### src/hdl/noise_rng_pkg.sv
package noise_rng_pkg;
	// Register byte offsets
	localparam logic [11:0] OFS_START = 12'h000;
	localparam logic [11:0] OFS_STOP = 12'h004;
	localparam logic [11:0] OFS_EVENT = 12'h100;
	localparam logic [11:0] OFS_SHORT = 12'h200;
	localparam logic [11:0] OFS_IEN_SET = 12'h304;
	localparam logic [11:0] OFS_IEN_CLR = 12'h308;
	localparam logic [11:0] OFS_CONFIG = 12'h504;
	localparam logic [11:0] OFS_VALUE = 12'h508;
	// Field positions (all single-bit fields sit in bit 0)
	localparam int TRIG_BIT = 0;
	localparam int EVENT_BIT = 0;
	localparam int HALT_LINK_BIT = 0;
	localparam int IEN_BIT = 0;
	localparam int BIAS_EN_BIT = 0;
	// Reset values
	localparam logic RST_EVENT = 1'h0;
	localparam logic RST_HALT_LINK = 1'h0;
	localparam logic RST_IEN = 1'h0;
	localparam logic RST_BIAS_EN = 1'h0;
	localparam logic [7:0] RST_VALUE = 8'h00;
	// Byte assembly width
	localparam int BYTE_W = 8;
	// Timing counts, in REF_CLK cycles, and queue depth in bytes
	localparam int SAMPLE_DIV_DEF = 4;
	localparam int OUT_GAP_DEF = 8;
	localparam int FIFO_DEPTH_DEF = 4;
	// Generator states
	typedef enum logic {GEN_IDLE, GEN_RUN} gen_state_t;
endpackage

### src/hdl/noise_rng.sv
// How it works
// RL1: start trigger write begins continuous generation
// RL2: stop trigger write halts generation until restart
// RL3: each finished byte lands in output register
// RL4: value-ready flag set per new output value
// RL5: software reads value before next event
// RL6: optional bias correction on raw noise bits
// RL7: bits shift into eight-bit assembly register
// RL8: configuration register enables bias correction
// RL9: byte generation time varies, no fixed latency; with bias correction off the code takes a fixed eight samples per byte
// RL10: randomness from noise source, no seed
// RL11: shortcut register links events to tasks
// RL12: ready-to-halt link stops after each value
// RL13: enable-set register enables interrupt, reads state
// RL14: enable-clear register disables interrupt, reads state
// RL15: configuration bit 0 selects bias correction
// RL16: interrupt asserted while flag set and enabled
// RL17: reset clears value, flag; generator idles
`timescale 1ns/10ps
// Small synchronous FIFO with valid/ready on both sides
module byte_fifo #(
	parameter int WIDTH = 8,
	parameter int DEPTH = 4
) (
	input wire logic clk,
	input wire logic rst,
	input wire logic clr,
	input wire logic in_valid,
	output logic in_ready,
	input wire logic [WIDTH-1:0] in_data,
	output logic out_valid,
	input wire logic out_ready,
	output logic [WIDTH-1:0] out_data
);
	localparam int PW = (DEPTH > 1) ? $clog2(DEPTH) : 1;
	localparam int CW = $clog2(DEPTH + 1);
	localparam logic [CW-1:0] FULL_CNT = CW'(DEPTH);
	localparam logic [PW-1:0] LAST_PTR = PW'(DEPTH - 1);
	logic [WIDTH-1:0] mem [DEPTH]; // Storage words
	logic [PW-1:0] wr_ptr_r; // Next slot to fill
	logic [PW-1:0] rd_ptr_r; // Oldest slot
	logic [CW-1:0] cnt_r; // Words held
	logic push; // Word accepted this cycle
	logic pop; // Word delivered this cycle
	assign in_ready = (cnt_r != FULL_CNT);
	assign out_valid = (cnt_r != '0);
	assign out_data = mem[rd_ptr_r];
	assign push = in_valid && in_ready;
	assign pop = out_valid && out_ready;
	// Pointer step with wrap for depths that are not powers of two
	function automatic logic [PW-1:0] step(input logic [PW-1:0] p);
		step = (p == LAST_PTR) ? '0 : p + 1'b1;
	endfunction
	// Storage is not reset; count gates every read
	always_ff @(posedge clk) begin
		if (push) begin
			mem[wr_ptr_r] <= in_data;
		end
	end

	// Pointers and count; clear empties the queue at once
	always_ff @(posedge clk or posedge rst) begin
		if (rst) begin
			wr_ptr_r <= '0;
			rd_ptr_r <= '0;
			cnt_r <= '0;
		end else if (clr) begin
			wr_ptr_r <= '0;
			rd_ptr_r <= '0;
			cnt_r <= '0;
		end else begin
			if (push) begin
				wr_ptr_r <= step(wr_ptr_r);
			end
			if (pop) begin
				rd_ptr_r <= step(rd_ptr_r);
			end
			if (push && !pop) begin
				cnt_r <= cnt_r + 1'b1;
			end else if (pop && !push) begin
				cnt_r <= cnt_r - 1'b1;
			end
		end
	end
endmodule
// Noise-driven random byte generator with APB register bank
module noise_rng
	import noise_rng_pkg::*;
#(
	parameter int SAMPLE_DIV = SAMPLE_DIV_DEF,
	parameter int OUT_GAP = OUT_GAP_DEF,
	parameter int FIFO_DEPTH = FIFO_DEPTH_DEF
) (
	input wire logic REF_CLK,
	input wire logic RST,
	input wire logic PSEL,
	input wire logic PENABLE,
	input wire logic PWRITE,
	input wire logic [11:0] PADDR,
	input wire logic [31:0] PWDATA,
	output logic [31:0] PRDATA,
	output logic PREADY,
	output logic PSLVERR,
	input wire logic NOISE_IN,
	output logic IRQ
);
	localparam int SW = $clog2(SAMPLE_DIV + 1);
	localparam int GW = $clog2(OUT_GAP + 1);
	localparam logic [SW-1:0] SAMPLE_LAST = SW'(SAMPLE_DIV - 1);
	localparam logic [GW-1:0] GAP_LOAD = GW'(OUT_GAP);
	// Offset decode, used by read and write paths
	function automatic logic hit(input logic [11:0] a,
		input logic [11:0] ofs);
		hit = (a == ofs);
	endfunction
	// Address is one of the eight mapped words
	function automatic logic mapped(input logic [11:0] a);
		mapped = hit(a, OFS_START) || hit(a, OFS_STOP) ||
			hit(a, OFS_EVENT) || hit(a, OFS_SHORT) ||
			hit(a, OFS_IEN_SET) || hit(a, OFS_IEN_CLR) ||
			hit(a, OFS_CONFIG) || hit(a, OFS_VALUE);
	endfunction
	// Bus handshake state
	logic pready_r; // One wait state per access
	logic [31:0] prdata_r; // Read data held for the master
	logic pslverr_r; // Unmapped address answer
	logic acc; // Access completes on this edge
	logic wr; // Completing write
	// Software-visible state
	logic event_r; // Value-ready flag
	logic halt_link_r; // Ready-to-halt shortcut
	logic ien_r; // Interrupt enable
	logic bias_en_r; // Bias correction enable
	logic [7:0] value_r; // Output random byte
	logic irq_r; // Registered interrupt
	// Generator state
	gen_state_t state_r; // Idle or running
	gen_state_t state_nxt; // Next generator state
	logic start_hit; // Software start trigger
	logic stop_hit; // Software or shortcut stop
	logic noise_s1_r; // Noise synchroniser, first stage
	logic noise_s2_r; // Noise synchroniser, second stage
	logic [SW-1:0] samp_cnt_r; // Sample spacing counter
	logic samp; // Sample strobe
	logic pair_have_r; // First bit of a pair held
	logic pair_bit_r; // That first bit
	logic bit_ok; // Corrected bit available
	logic bit_val; // Its value
	logic [BYTE_W-1:0] shift_r; // Assembly register
	logic [2:0] bit_cnt_r; // Bits collected so far
	logic byte_full_r; // Assembly register holds a byte
	logic fifo_in_ready; // Queue can take the byte
	logic fifo_out_valid; // Queue has a byte
	logic [BYTE_W-1:0] fifo_out_data; // Oldest queued byte
	logic drain; // Byte moves to output register
	logic [GW-1:0] gap_cnt_r; // Output pacing counter
	logic running; // Generator active
	assign acc = PSEL && PENABLE && pready_r;
	assign wr = acc && PWRITE;
	assign running = (state_r == GEN_RUN);
	assign start_hit = wr && hit(PADDR, OFS_START) && PWDATA[TRIG_BIT];
	// Stop comes from software or from the shortcut on a new value
	assign stop_hit = (wr && hit(PADDR, OFS_STOP) && PWDATA[TRIG_BIT]) ||
		(drain && halt_link_r); // RL12 RL11
	assign PREADY = pready_r;
	assign PRDATA = prdata_r;
	assign PSLVERR = pslverr_r;
	assign IRQ = irq_r;
	// Ready rises one cycle into the access phase, then drops
	always_ff @(posedge REF_CLK or posedge RST) begin
		if (RST) begin
			pready_r <= 1'b0;
		end else begin
			pready_r <= PSEL && PENABLE && !pready_r;
		end
	end

	// Read data and error are prepared in the wait cycle
	always_ff @(posedge REF_CLK or posedge RST) begin
		if (RST) begin
			prdata_r <= '0;
			pslverr_r <= 1'b0;
		end else if (PSEL && PENABLE && !pready_r) begin
			pslverr_r <= !mapped(PADDR);
			prdata_r <= '0;
			if (!PWRITE) begin
				unique case (1'b1)
					hit(PADDR, OFS_EVENT): begin
						prdata_r[EVENT_BIT] <= event_r;
					end
					hit(PADDR, OFS_SHORT): begin
						prdata_r[HALT_LINK_BIT] <= halt_link_r;
					end
					// Both enable registers show the same state
					hit(PADDR, OFS_IEN_SET),
					hit(PADDR, OFS_IEN_CLR): begin
						prdata_r[IEN_BIT] <= ien_r; // RL13 RL14
					end
					hit(PADDR, OFS_CONFIG): begin
						prdata_r[BIAS_EN_BIT] <= bias_en_r;
					end
					hit(PADDR, OFS_VALUE): begin
						prdata_r[BYTE_W-1:0] <= value_r;
					end
					// Triggers and unmapped words read zero
					default: begin
						prdata_r <= '0;
					end
				endcase
			end
		end else begin
			pslverr_r <= 1'b0;
		end
	end

	// Shortcut and configuration registers
	always_ff @(posedge REF_CLK or posedge RST) begin
		if (RST) begin
			halt_link_r <= RST_HALT_LINK; // RL12
			bias_en_r <= RST_BIAS_EN; // RL15
		end else if (wr) begin
			if (hit(PADDR, OFS_SHORT)) begin
				halt_link_r <= PWDATA[HALT_LINK_BIT]; // RL11
			end
			if (hit(PADDR, OFS_CONFIG)) begin
				bias_en_r <= PWDATA[BIAS_EN_BIT]; // RL8 RL15
			end
		end
	end

	// Interrupt enable: ones set or clear, zeros do nothing
	always_ff @(posedge REF_CLK or posedge RST) begin
		if (RST) begin
			ien_r <= RST_IEN;
		end else if (wr && hit(PADDR, OFS_IEN_SET) && PWDATA[IEN_BIT]) begin
			ien_r <= 1'b1; // RL13
		end else if (wr && hit(PADDR, OFS_IEN_CLR) && PWDATA[IEN_BIT]) begin
			ien_r <= 1'b0; // RL14
		end
	end

	// Value-ready flag; a new value wins over a software clear
	always_ff @(posedge REF_CLK or posedge RST) begin
		if (RST) begin
			event_r <= RST_EVENT; // RL17
		end else if (drain) begin
			event_r <= 1'b1; // RL4
		end else if (wr && hit(PADDR, OFS_EVENT) && !PWDATA[EVENT_BIT]) begin
			event_r <= 1'b0; // RL16
		end
	end

	// Interrupt is a registered copy of flag and enable
	always_ff @(posedge REF_CLK or posedge RST) begin
		if (RST) begin
			irq_r <= 1'b0;
		end else begin
			irq_r <= event_r && ien_r; // RL16
		end
	end

	// Start wins over a stop in the same cycle
	always_comb begin
		state_nxt = state_r;
		unique case (state_r)
			GEN_IDLE: begin
				if (start_hit) begin
					state_nxt = GEN_RUN; // RL1
				end
			end
			GEN_RUN: begin
				if (stop_hit && !start_hit) begin
					state_nxt = GEN_IDLE; // RL2
				end
			end
		endcase
	end

	// Generator state; idles after reset until started
	always_ff @(posedge REF_CLK or posedge RST) begin
		if (RST) begin
			state_r <= GEN_IDLE; // RL17
		end else begin
			state_r <= state_nxt;
		end
	end

	// Noise arrives on the NOISE_IN pin; two flops tame it
	always_ff @(posedge REF_CLK or posedge RST) begin
		if (RST) begin
			noise_s1_r <= 1'b0;
			noise_s2_r <= 1'b0;
		end else begin
			noise_s1_r <= NOISE_IN; // RL10
			noise_s2_r <= noise_s1_r;
		end
	end

	// Sample spacing lets the noise decorrelate between bits;
	// sampling pauses while the assembled byte waits for room
	always_ff @(posedge REF_CLK or posedge RST) begin
		if (RST) begin
			samp_cnt_r <= '0;
		end else if (!running || byte_full_r || samp) begin
			samp_cnt_r <= '0;
		end else begin
			samp_cnt_r <= samp_cnt_r + 1'b1;
		end
	end
	assign samp = running && !byte_full_r && (samp_cnt_r == SAMPLE_LAST);
	// Pair-wise correction: 01 gives 0, 10 gives 1, equal pairs
	// are dropped, so byte time depends on the noise itself
	always_comb begin
		bit_ok = 1'b0;
		bit_val = noise_s2_r;
		if (samp) begin
			if (!bias_en_r) begin
				bit_ok = 1'b1; // RL6
			end else if (pair_have_r && (pair_bit_r != noise_s2_r)) begin
				bit_ok = 1'b1; // RL6 RL9
				bit_val = pair_bit_r;
			end
		end
	end
	// First-bit store for the correction pairs
	always_ff @(posedge REF_CLK or posedge RST) begin
		if (RST) begin
			pair_have_r <= 1'b0;
			pair_bit_r <= 1'b0;
		end else if (!running || !bias_en_r) begin
			pair_have_r <= 1'b0;
		end else if (samp) begin
			pair_have_r <= !pair_have_r;
			pair_bit_r <= noise_s2_r;
		end
	end

	// Bits shift into the assembly register, eight make a byte
	always_ff @(posedge REF_CLK or posedge RST) begin
		if (RST) begin
			shift_r <= '0;
			bit_cnt_r <= '0;
			byte_full_r <= 1'b0;
		end else if (!running || start_hit) begin
			bit_cnt_r <= '0;
			byte_full_r <= 1'b0;
		end else if (byte_full_r) begin
			if (fifo_in_ready) begin
				byte_full_r <= 1'b0;
			end
		end else if (bit_ok) begin
			shift_r <= {shift_r[BYTE_W-2:0], bit_val}; // RL7
			bit_cnt_r <= bit_cnt_r + 1'b1;
			if (bit_cnt_r == 3'h7) begin
				byte_full_r <= 1'b1; // RL7
			end
		end
	end

	// Queue between assembly and output; flushed on stop or restart
	byte_fifo #(
		.WIDTH(BYTE_W),
		.DEPTH(FIFO_DEPTH)
	) u_fifo (
		.clk(REF_CLK),
		.rst(RST),
		.clr(!running || start_hit),
		.in_valid(byte_full_r),
		.in_ready(fifo_in_ready),
		.in_data(shift_r),
		.out_valid(fifo_out_valid),
		.out_ready(running && gap_cnt_r == '0),
		.out_data(fifo_out_data)
	);
	// A queued byte moves out once the pacing gap has elapsed
	assign drain = fifo_out_valid && running && (gap_cnt_r == '0) &&
		!start_hit;
	// Pacing gap: the queue fills when noise outruns this rate
	always_ff @(posedge REF_CLK or posedge RST) begin
		if (RST) begin
			gap_cnt_r <= '0;
		end else if (drain) begin
			gap_cnt_r <= GAP_LOAD;
		end else if (gap_cnt_r != '0) begin
			gap_cnt_r <= gap_cnt_r - 1'b1;
		end
	end

	// Output register is overwritten by every new byte; the queue
	// feeding it never waits for a read, so a slow reader loses the older value
	always_ff @(posedge REF_CLK or posedge RST) begin
		if (RST) begin
			value_r <= RST_VALUE; // RL17
		end else if (drain) begin
			value_r <= fifo_out_data; // RL3 RL5
		end
	end
endmodule

### config.mk
export PLATFORM = sky130hd
export DESIGN_NAME = noise_rng
export DESIGN_NICKNAME = d
export VERILOG_FILES = /design/src/hdl/noise_rng_pkg.sv /design/src/hdl/noise_rng.sv
export SDC_FILE = /design/constraint.sdc
export NUM_CORES = 1
export LEC_CHECK = 0
export ABC_AREA = 1
export BUFFER_PORTS_ARGS = -buffer_cell sky130_fd_sc_hd__buf_2
export CAP_MARGIN = 20
export CORE_ASPECT_RATIO = 2
export CORE_UTILIZATION = 25
export DETAILED_ROUTE_END_ITERATION = 12
export PLACE_DENSITY = 0.46
export SYNTH_ARGS = -nofsm -noshare
export SYNTH_HDL_FRONTEND = slang
export SYNTH_SLANG_ARGS = --single-unit
### constraint.sdc
create_clock -name REF_CLK -period 6.3 [get_ports REF_CLK]
set_input_delay 0.63 -clock REF_CLK [delete_from_list [all_inputs] [get_ports REF_CLK]]
set_output_delay 0.63 -clock REF_CLK [all_outputs]
set_load 0.05 [all_outputs]
==> flow_summary.ini, run 1 <==
[worst_setup_path]
crit_arrival_ns = 2.77
cp.required_ns = 6.51
crit_chain = inv_1, ha_1, nand2_1, nor3_4, inv_1, ha_1, fa_1, a21oi_1, o21ai_0, xor2_1, nor2_1
crit_family = adder cells
worstRegToRegCells = 11
endpoint_kind = flip-flop
crit_type = flip-flop to flip-flop
cp_slowest_stage_delay_ns = 0.44
cp_max_fo = 9
path_depth = 11
crit_buf_inv = 2
cp_slowest_cell = nor3_4
worstSetupStartpointType = flip-flop

[routing]
dr.pass1.iters = 4
wl_per_cell_um = 12.03
drcViolationCount = 0
ant_nets = 0
vias = 2718
viasPerCell = 4.207
first_iter_violations = 105
totalWireLength_um = 7770

[job]
maxCapViolCount = 0

[pwr]
power_mw = 1.186
ir_drop_uv = 93.80
p_per_area_nw_per_um2 = 259.0
p_leak_nw = 1.945

[die]
coreArea_um2 = 15780
die_h_um = 181.3
dieArea_um2 = 16610
io-pin-count = 85
floorplan.die.width_um = 91.64
initial_core_util_pct = 25.46
rows = 65

[clocking]
clock_sink_count = 86
cts_made_buffers = 9
clockRootBuffer = clkbuf_16
cts_tree = yes
ctsResizeCount = 0
clock_latency_ns = 0.33
post_cts_buffers = 0
cts.clk_slew.worst_paths_ns = 0.06
postCtsHoldBufs = 0
cts_buffer_depth = 2
cts-htree-levels = 3

[sta]
worst_slew_pin_slew_ns = 0.8202
hold_ws_ns = 0.3459
hold_viol = 0
finalCritPeriodShare_pct = 40.59
skew_ns = 0.007028
drv_slew = 0
setup_ws_ns = 3.743
post-route-min-period_ns = 2.557
setup_tns_ns = 0
relSlewSlack_pct = 45.12
setup_violations = 0
rsz0062_at_grt = no
max_freq_mhz = 391.0

[layout]
syn2layout_area_growth_pct = 13.95
seqCellArea_um2 = 2312
diodes = 0
fin_cells = 646
nets = 503
layout_common_cells = nand2_1, nor2_1, dfrtp_1, inv_1, edfxtp_1
multi_input_comb_area_um2 = 1413
drive_gt1_share_pct = 13.03
fillers = 1636
final_common_cell = nand2_1

[place]
place.gp.congestion = 0.7694
io_buffers = 29
hpwl_um = 5700
dp_slack_ns = 3.721
dp_cells = 631

[synth]
syn_area_um2 = 4018
synth_flop_cell = dfrtp_1
ys_ff_latch = 86
ys_async_sr_fraction_pct = 62.79
ys_types = 36
synth_warnings = 0
yosysSeqAreaShare_pct = 57.55
syn_avg_cell_area_um2 = 9.823
syn_inst = 409
synth_edf_count = 32

[grt]
grt_overflow = 0
grt_max_degree = 55
grt_first_pass_wirelength_um = 13150
grt_pass1_vias = 2743
antenna_found_initial = 0
gr-usage-all-layers_pct = 10.22

[run_status]
status = finished clean

[worst_hold_path]
hp-class = flip-flop to flip-flop
hold_depth = 0
## report_power, final
part / switching, mW / internal [mW]
Combinational: 0.0497 / 0.00720
Clock: 0.204 / 0.345
Sequential: 0.000703 / 0.579
Total: 0.255 / 0.931
## layer usage
layer  part of all wire [%]  wire length, um  global-route usage (%)  up-vias
met5                      0                0                       0        -
met4                    2.0              157                   5.333        0
met3                    3.0              230                   1.557        8
met2                     59             4554                   20.60       63
met1                     36             2829                   9.433     1293
li1                       -                -                       -     1354
## flip-flops by register name, indices dropped and copies added, names as in the netlist, 2 cells and up
register and count:
u_fifo.cnt_r 3, u_fifo.mem 32, gap_cnt_r 4, shift_r 8
u_fifo.wr_ptr_r 2, u_fifo.rd_ptr_r 2, PRDATA 8, value_r 8
bit_cnt_r 3, samp_cnt_r 3
## path summary, 6_finish.rpt
check / slack [ns] / start / endpoint
setup / recovery: 3.74 / gap_cnt_r[0] / u_fifo.cnt_r[2]
hold / removal: 0.35 / noise_s1_r / noise_s2_r
setup reg to reg: 3.74 / gap_cnt_r[0] / u_fifo.cnt_r[2]
hold reg to reg: 0.35 / noise_s1_r / noise_s2_r
max in group asynchronous: 5.34 / RST / PSLVERR
min in group asynchronous: 0.48 / RST / gap_cnt_r[1]
## worst reg2reg max path, cell delays in order, from the launching register on
cell	delay [ns]
dfrtp_1	0.38
inv_1	0.09
ha_1	0.18
nand2_1	0.14
nor3_4	0.44
inv_1	0.15
ha_1	0.25
fa_1	0.38
a21oi_1	0.13
o21ai_0	0.10
xor2_1	0.14
nor2_1	0.05
## layout make-up
type                       instances  area share, %
timing repair buffer              30          3.334
clock inverter                     4          1.612
clock buffer                      11          5.083
sequential                        86          50.51
tap                              201          5.493
inverter                          38          3.116
multi-input combinational        276          30.86
## metrics by stage
| stage | instance area, um2 | util, % |
|---|---|---|
| 2_1_floorplan | 4104 | - |
| 3_5_place_dp | 4272 | 27.07 |
| 3_3_place_gp | 4272 | 27.07 |
| 4_1_cts | 4578 | 29.02 |
| 6_report | 4578 | 29.02 |
| 5_1_grt | 4578 | 29.02 |
## synthesized netlist by cell type, types with 2 or more instances
| master | count | area [um2] |
|---|---|---|
| nand2_1 | 85 | 319.1 |
| nor2_1 | 56 | 210.2 |
| dfrtp_1 | 54 | 1351 |
| inv_1 | 36 | 135.1 |
| edfxtp_1 | 32 | 960.9 |
| o21ai_0 | 30 | 150.1 |
| buf_4 | 24 | 180.2 |
| a21oi_1 | 13 | 65.06 |
| nand3_1 | 13 | 65.06 |
| ha_1 | 11 | 137.6 |
| o22ai_1 | 5 | 31.28 |
| a21oi_2 | 4 | 35.03 |
| mux2i_1 | 4 | 40.04 |
| nor3_1 | 4 | 20.02 |
| o31ai_1 | 4 | 30.03 |
| o32ai_1 | 4 | 35.03 |
| buf_2 | 3 | 15.01 |
| buf_6 | 3 | 33.78 |
| nor2_2 | 3 | 18.77 |
| clkbuf_1 | 2 | 7.510 |
| nand2_4 | 2 | 22.52 |
| xnor2_1 | 2 | 17.52 |
| xor2_1 | 2 | 17.52 |
## logic make-up after synthesis
| kind of cell | Yosys count | synth area share [%] |
|---|---|---|
| adder cells (fa/ha/maj) | 12 | 3.924 |
| XOR/XNOR | 4 | 0.8722 |
| flip-flops | 86 | 57.55 |
| multiplexers | 4 | 0.9966 |
| buffers and inverters | 70 | 9.436 |
| other | 1 | 0.09334 |
| AO/OA/AOI/OAI | 62 | 9.000 |
| AND/OR/NAND/NOR | 170 | 18.13 |
(Power assumes the default switching activity.)
==> run 2, diff against run 1 <==
--- a/config.mk
+++ b/config.mk
@@ -11,7 +11,7 @@
 export CORE_ASPECT_RATIO = 2
 export CORE_UTILIZATION = 25
 export DETAILED_ROUTE_END_ITERATION = 12
-export PLACE_DENSITY = 0.46
+export PLACE_DENSITY = 0.47
 export SYNTH_ARGS = -nofsm -noshare
 export SYNTH_HDL_FRONTEND = slang
 export SYNTH_SLANG_ARGS = --single-unit
==> constraint.sdc (replaced) <==
create_clock -name REF_CLK -period 2.2 [get_ports REF_CLK]
set_input_delay 0.22 -clock REF_CLK [delete_from_list [all_inputs] [get_ports REF_CLK]]
set_output_delay 0.22 -clock REF_CLK [all_outputs]
set_load 0.05 [all_outputs]
==> run 2 against run 1 <==
  * Sequential power rose to 2.9 times the previous value
  * Largest cell class unchanged
  * Utilization grew 0.61 points
  * Critical path type unchanged
  * Design area increased by 2.1%
==> flow_summary.ini, run 2 (same netlist as run 1, synthesis figures left out) <==
[run_status]
status = finished clean

[grt]
gr-usage-all-layers_pct = 10.33
grt_pass1_vias = 2935
grt_max_degree = 23
grt-busiest-layer = met2
grt_util_met1_pct = 9.113
antenna_found_initial = 0
grt_overflow = 0
grt_first_pass_wirelength_um = 13400
use_met3_pct = 1.052
use_met2_pct = 21.17

[worst_hold_path]
hp-class = input pin to flip-flop

[sta]
post-route-min-period_ns = 2.028
drv_slew = 0
rsz0062_at_grt = no
finalCritPeriodShare_pct = 92.19
max_freq_mhz = 493.1
skew_ns = 0.006587
hold_viol = 0
setup_tns_ns = 0
setup_violations = 0
relSlewSlack_pct = 60.60
worst_slew_pin_slew_ns = 0.5910

[layout]
final_common_cell = nand2_1
diodes = 0
drive_gt1_share_pct = 16.99
largest_register_ff_count = 32
syn2layout_area_growth_pct = 16.35
layout_common_cells = nand2_1, nor2_1, dfrtp_1, inv_1, edfxtp_1
nets = 517
fin_cells = 660
regMostFlops = u_fifo.mem

[die]
initial_core_util_pct = 25.46
floorplan.die.width_um = 91.64
dieArea_um2 = 16610
rows = 65
io-pin-count = 85
die_h_um = 181.3
coreArea_um2 = 15780

[place]
hpwl_um = 5999
place.gp.congestion = 0.7674
io_buffers = 29
dp_cells = 642

[routing]
drcViolationCount = 0
totalWireLength_um = 7877
ant_nets = 0
vias = 2801
dr.pass1.iters = 4
wl_per_cell_um = 11.93
first_iter_violations = 84
viasPerCell = 4.244

[worst_setup_path]
worstSetupStartpointType = flip-flop
cp.required_ns = 2.42
crit_arrival_ns = 2.24
crit_type = flip-flop to flip-flop
cp_slowest_stage_delay_ns = 0.39
cp_max_fo = 3
crit_chain = inv_2, ha_4, nand2_2, nor3_4, inv_2, ha_2, fa_2, a21oi_1, o21ai_1, xor2_1, nor2_1
cpMostUsedCell = inv_2
cp_slowest_cell = dfrtp_1
endpoint_kind = flip-flop

[clocking]
clock_latency_ns = 0.33
clock_sink_count = 86
cts_buffer_depth = 2
cts_tree = yes
clockRootBuffer = clkbuf_16
cts_made_buffers = 9
cts-htree-levels = 3
cts.clk_slew.worst_paths_ns = 0.06

[job]
maxCapViolCount = 0

[pwr]
ir_drop_uv = 306.5
p_per_area_nw_per_um2 = 686.9
p_leak_nw = 2.023
power_mw = 3.211
[run 2: cell types whose count changed in the layout (fill, tap and decap cells not counted), sizes merged]
cell | before | now
clkinvlp | 0 | 1
dlygate4sd3 | 0 | 2
buf | 30 | 42
inv | 37 | 39
bufinv | 2 | 0
clkbuf | 11 | 10
[run 2: metal layers]
layer  wire length [um]  part of all wire [%]
met1               2741                    35
met2               4675                    59
met3                177                   2.2
met4                283                   3.6
met5                  0                     0
[run 2: worst max-delay path, delay by kind of cell (launching register included)]
| kind | cells | cell delay [ns] |
|---|---|---|
| flops | 1 | 0.39 |
| buf+inv | 2 | 0.16 |
| compound gates | 2 | 0.22 |
| xor+xnor | 1 | 0.14 |
| simple gates | 3 | 0.32 |
| fa+ha+maj | 3 | 0.67 |
[run 2: area by class of cell]
class,count,area [um2]
clock inverter,5,33.78
sequential,86,2312
multi-input combinational,276,1433
clock buffer,10,239.0
fill,1652,11100
tap,201,251.5
timing repair buffer,44,262.8
inverter,38,142.6
[run 2: report_power, final]
part,switching (mW),internal [mW]
Sequential,0.00156,1.66
Clock,0.593,0.791
Combinational,0.144,0.0241
Total,0.739,2.47
[run 2: path summary, 6_finish.rpt]
check | start | to | slack [ns] | cells past startpoint
min | PENABLE | PREADY | 0.19 | 3
min reg2reg | noise_s1_r | noise_s2_r | 0.35 | 0
max in group asynchronous | RST | PRDATA[3] | 1.13 | 4
max | gap_cnt_r[1] | u_fifo.cnt_r[2] | 0.17 | 11
min in group asynchronous | RST | noise_s2_r | 0.45 | 3
max reg2reg | gap_cnt_r[1] | u_fifo.cnt_r[2] | 0.17 | 11
[run 2: timing repair]
item | 4_1_cts | 5_1_grt
resized for setup | 0 | 4
hold endpoints to repair | 21 | 0
setup endpoints to repair | 0 | 2
setup buffers | 0 | 1
hold buffers | 2 | 0
[run 2: per-stage QoR]
step                      hold WS, ns  utilization, %  instance area, um2  setup WS, ns
after floorplan                0.2514               -                4111      0.007630
after global placement         0.2658           27.64                4362       0.06048
after detailed placement       0.2711           27.64                4362       0.03382
after CTS                      0.1879           29.50                4654       0.01076
after global routing           0.2151           29.63                4674       0.04153
final                          0.1926           29.63                4674        0.1719
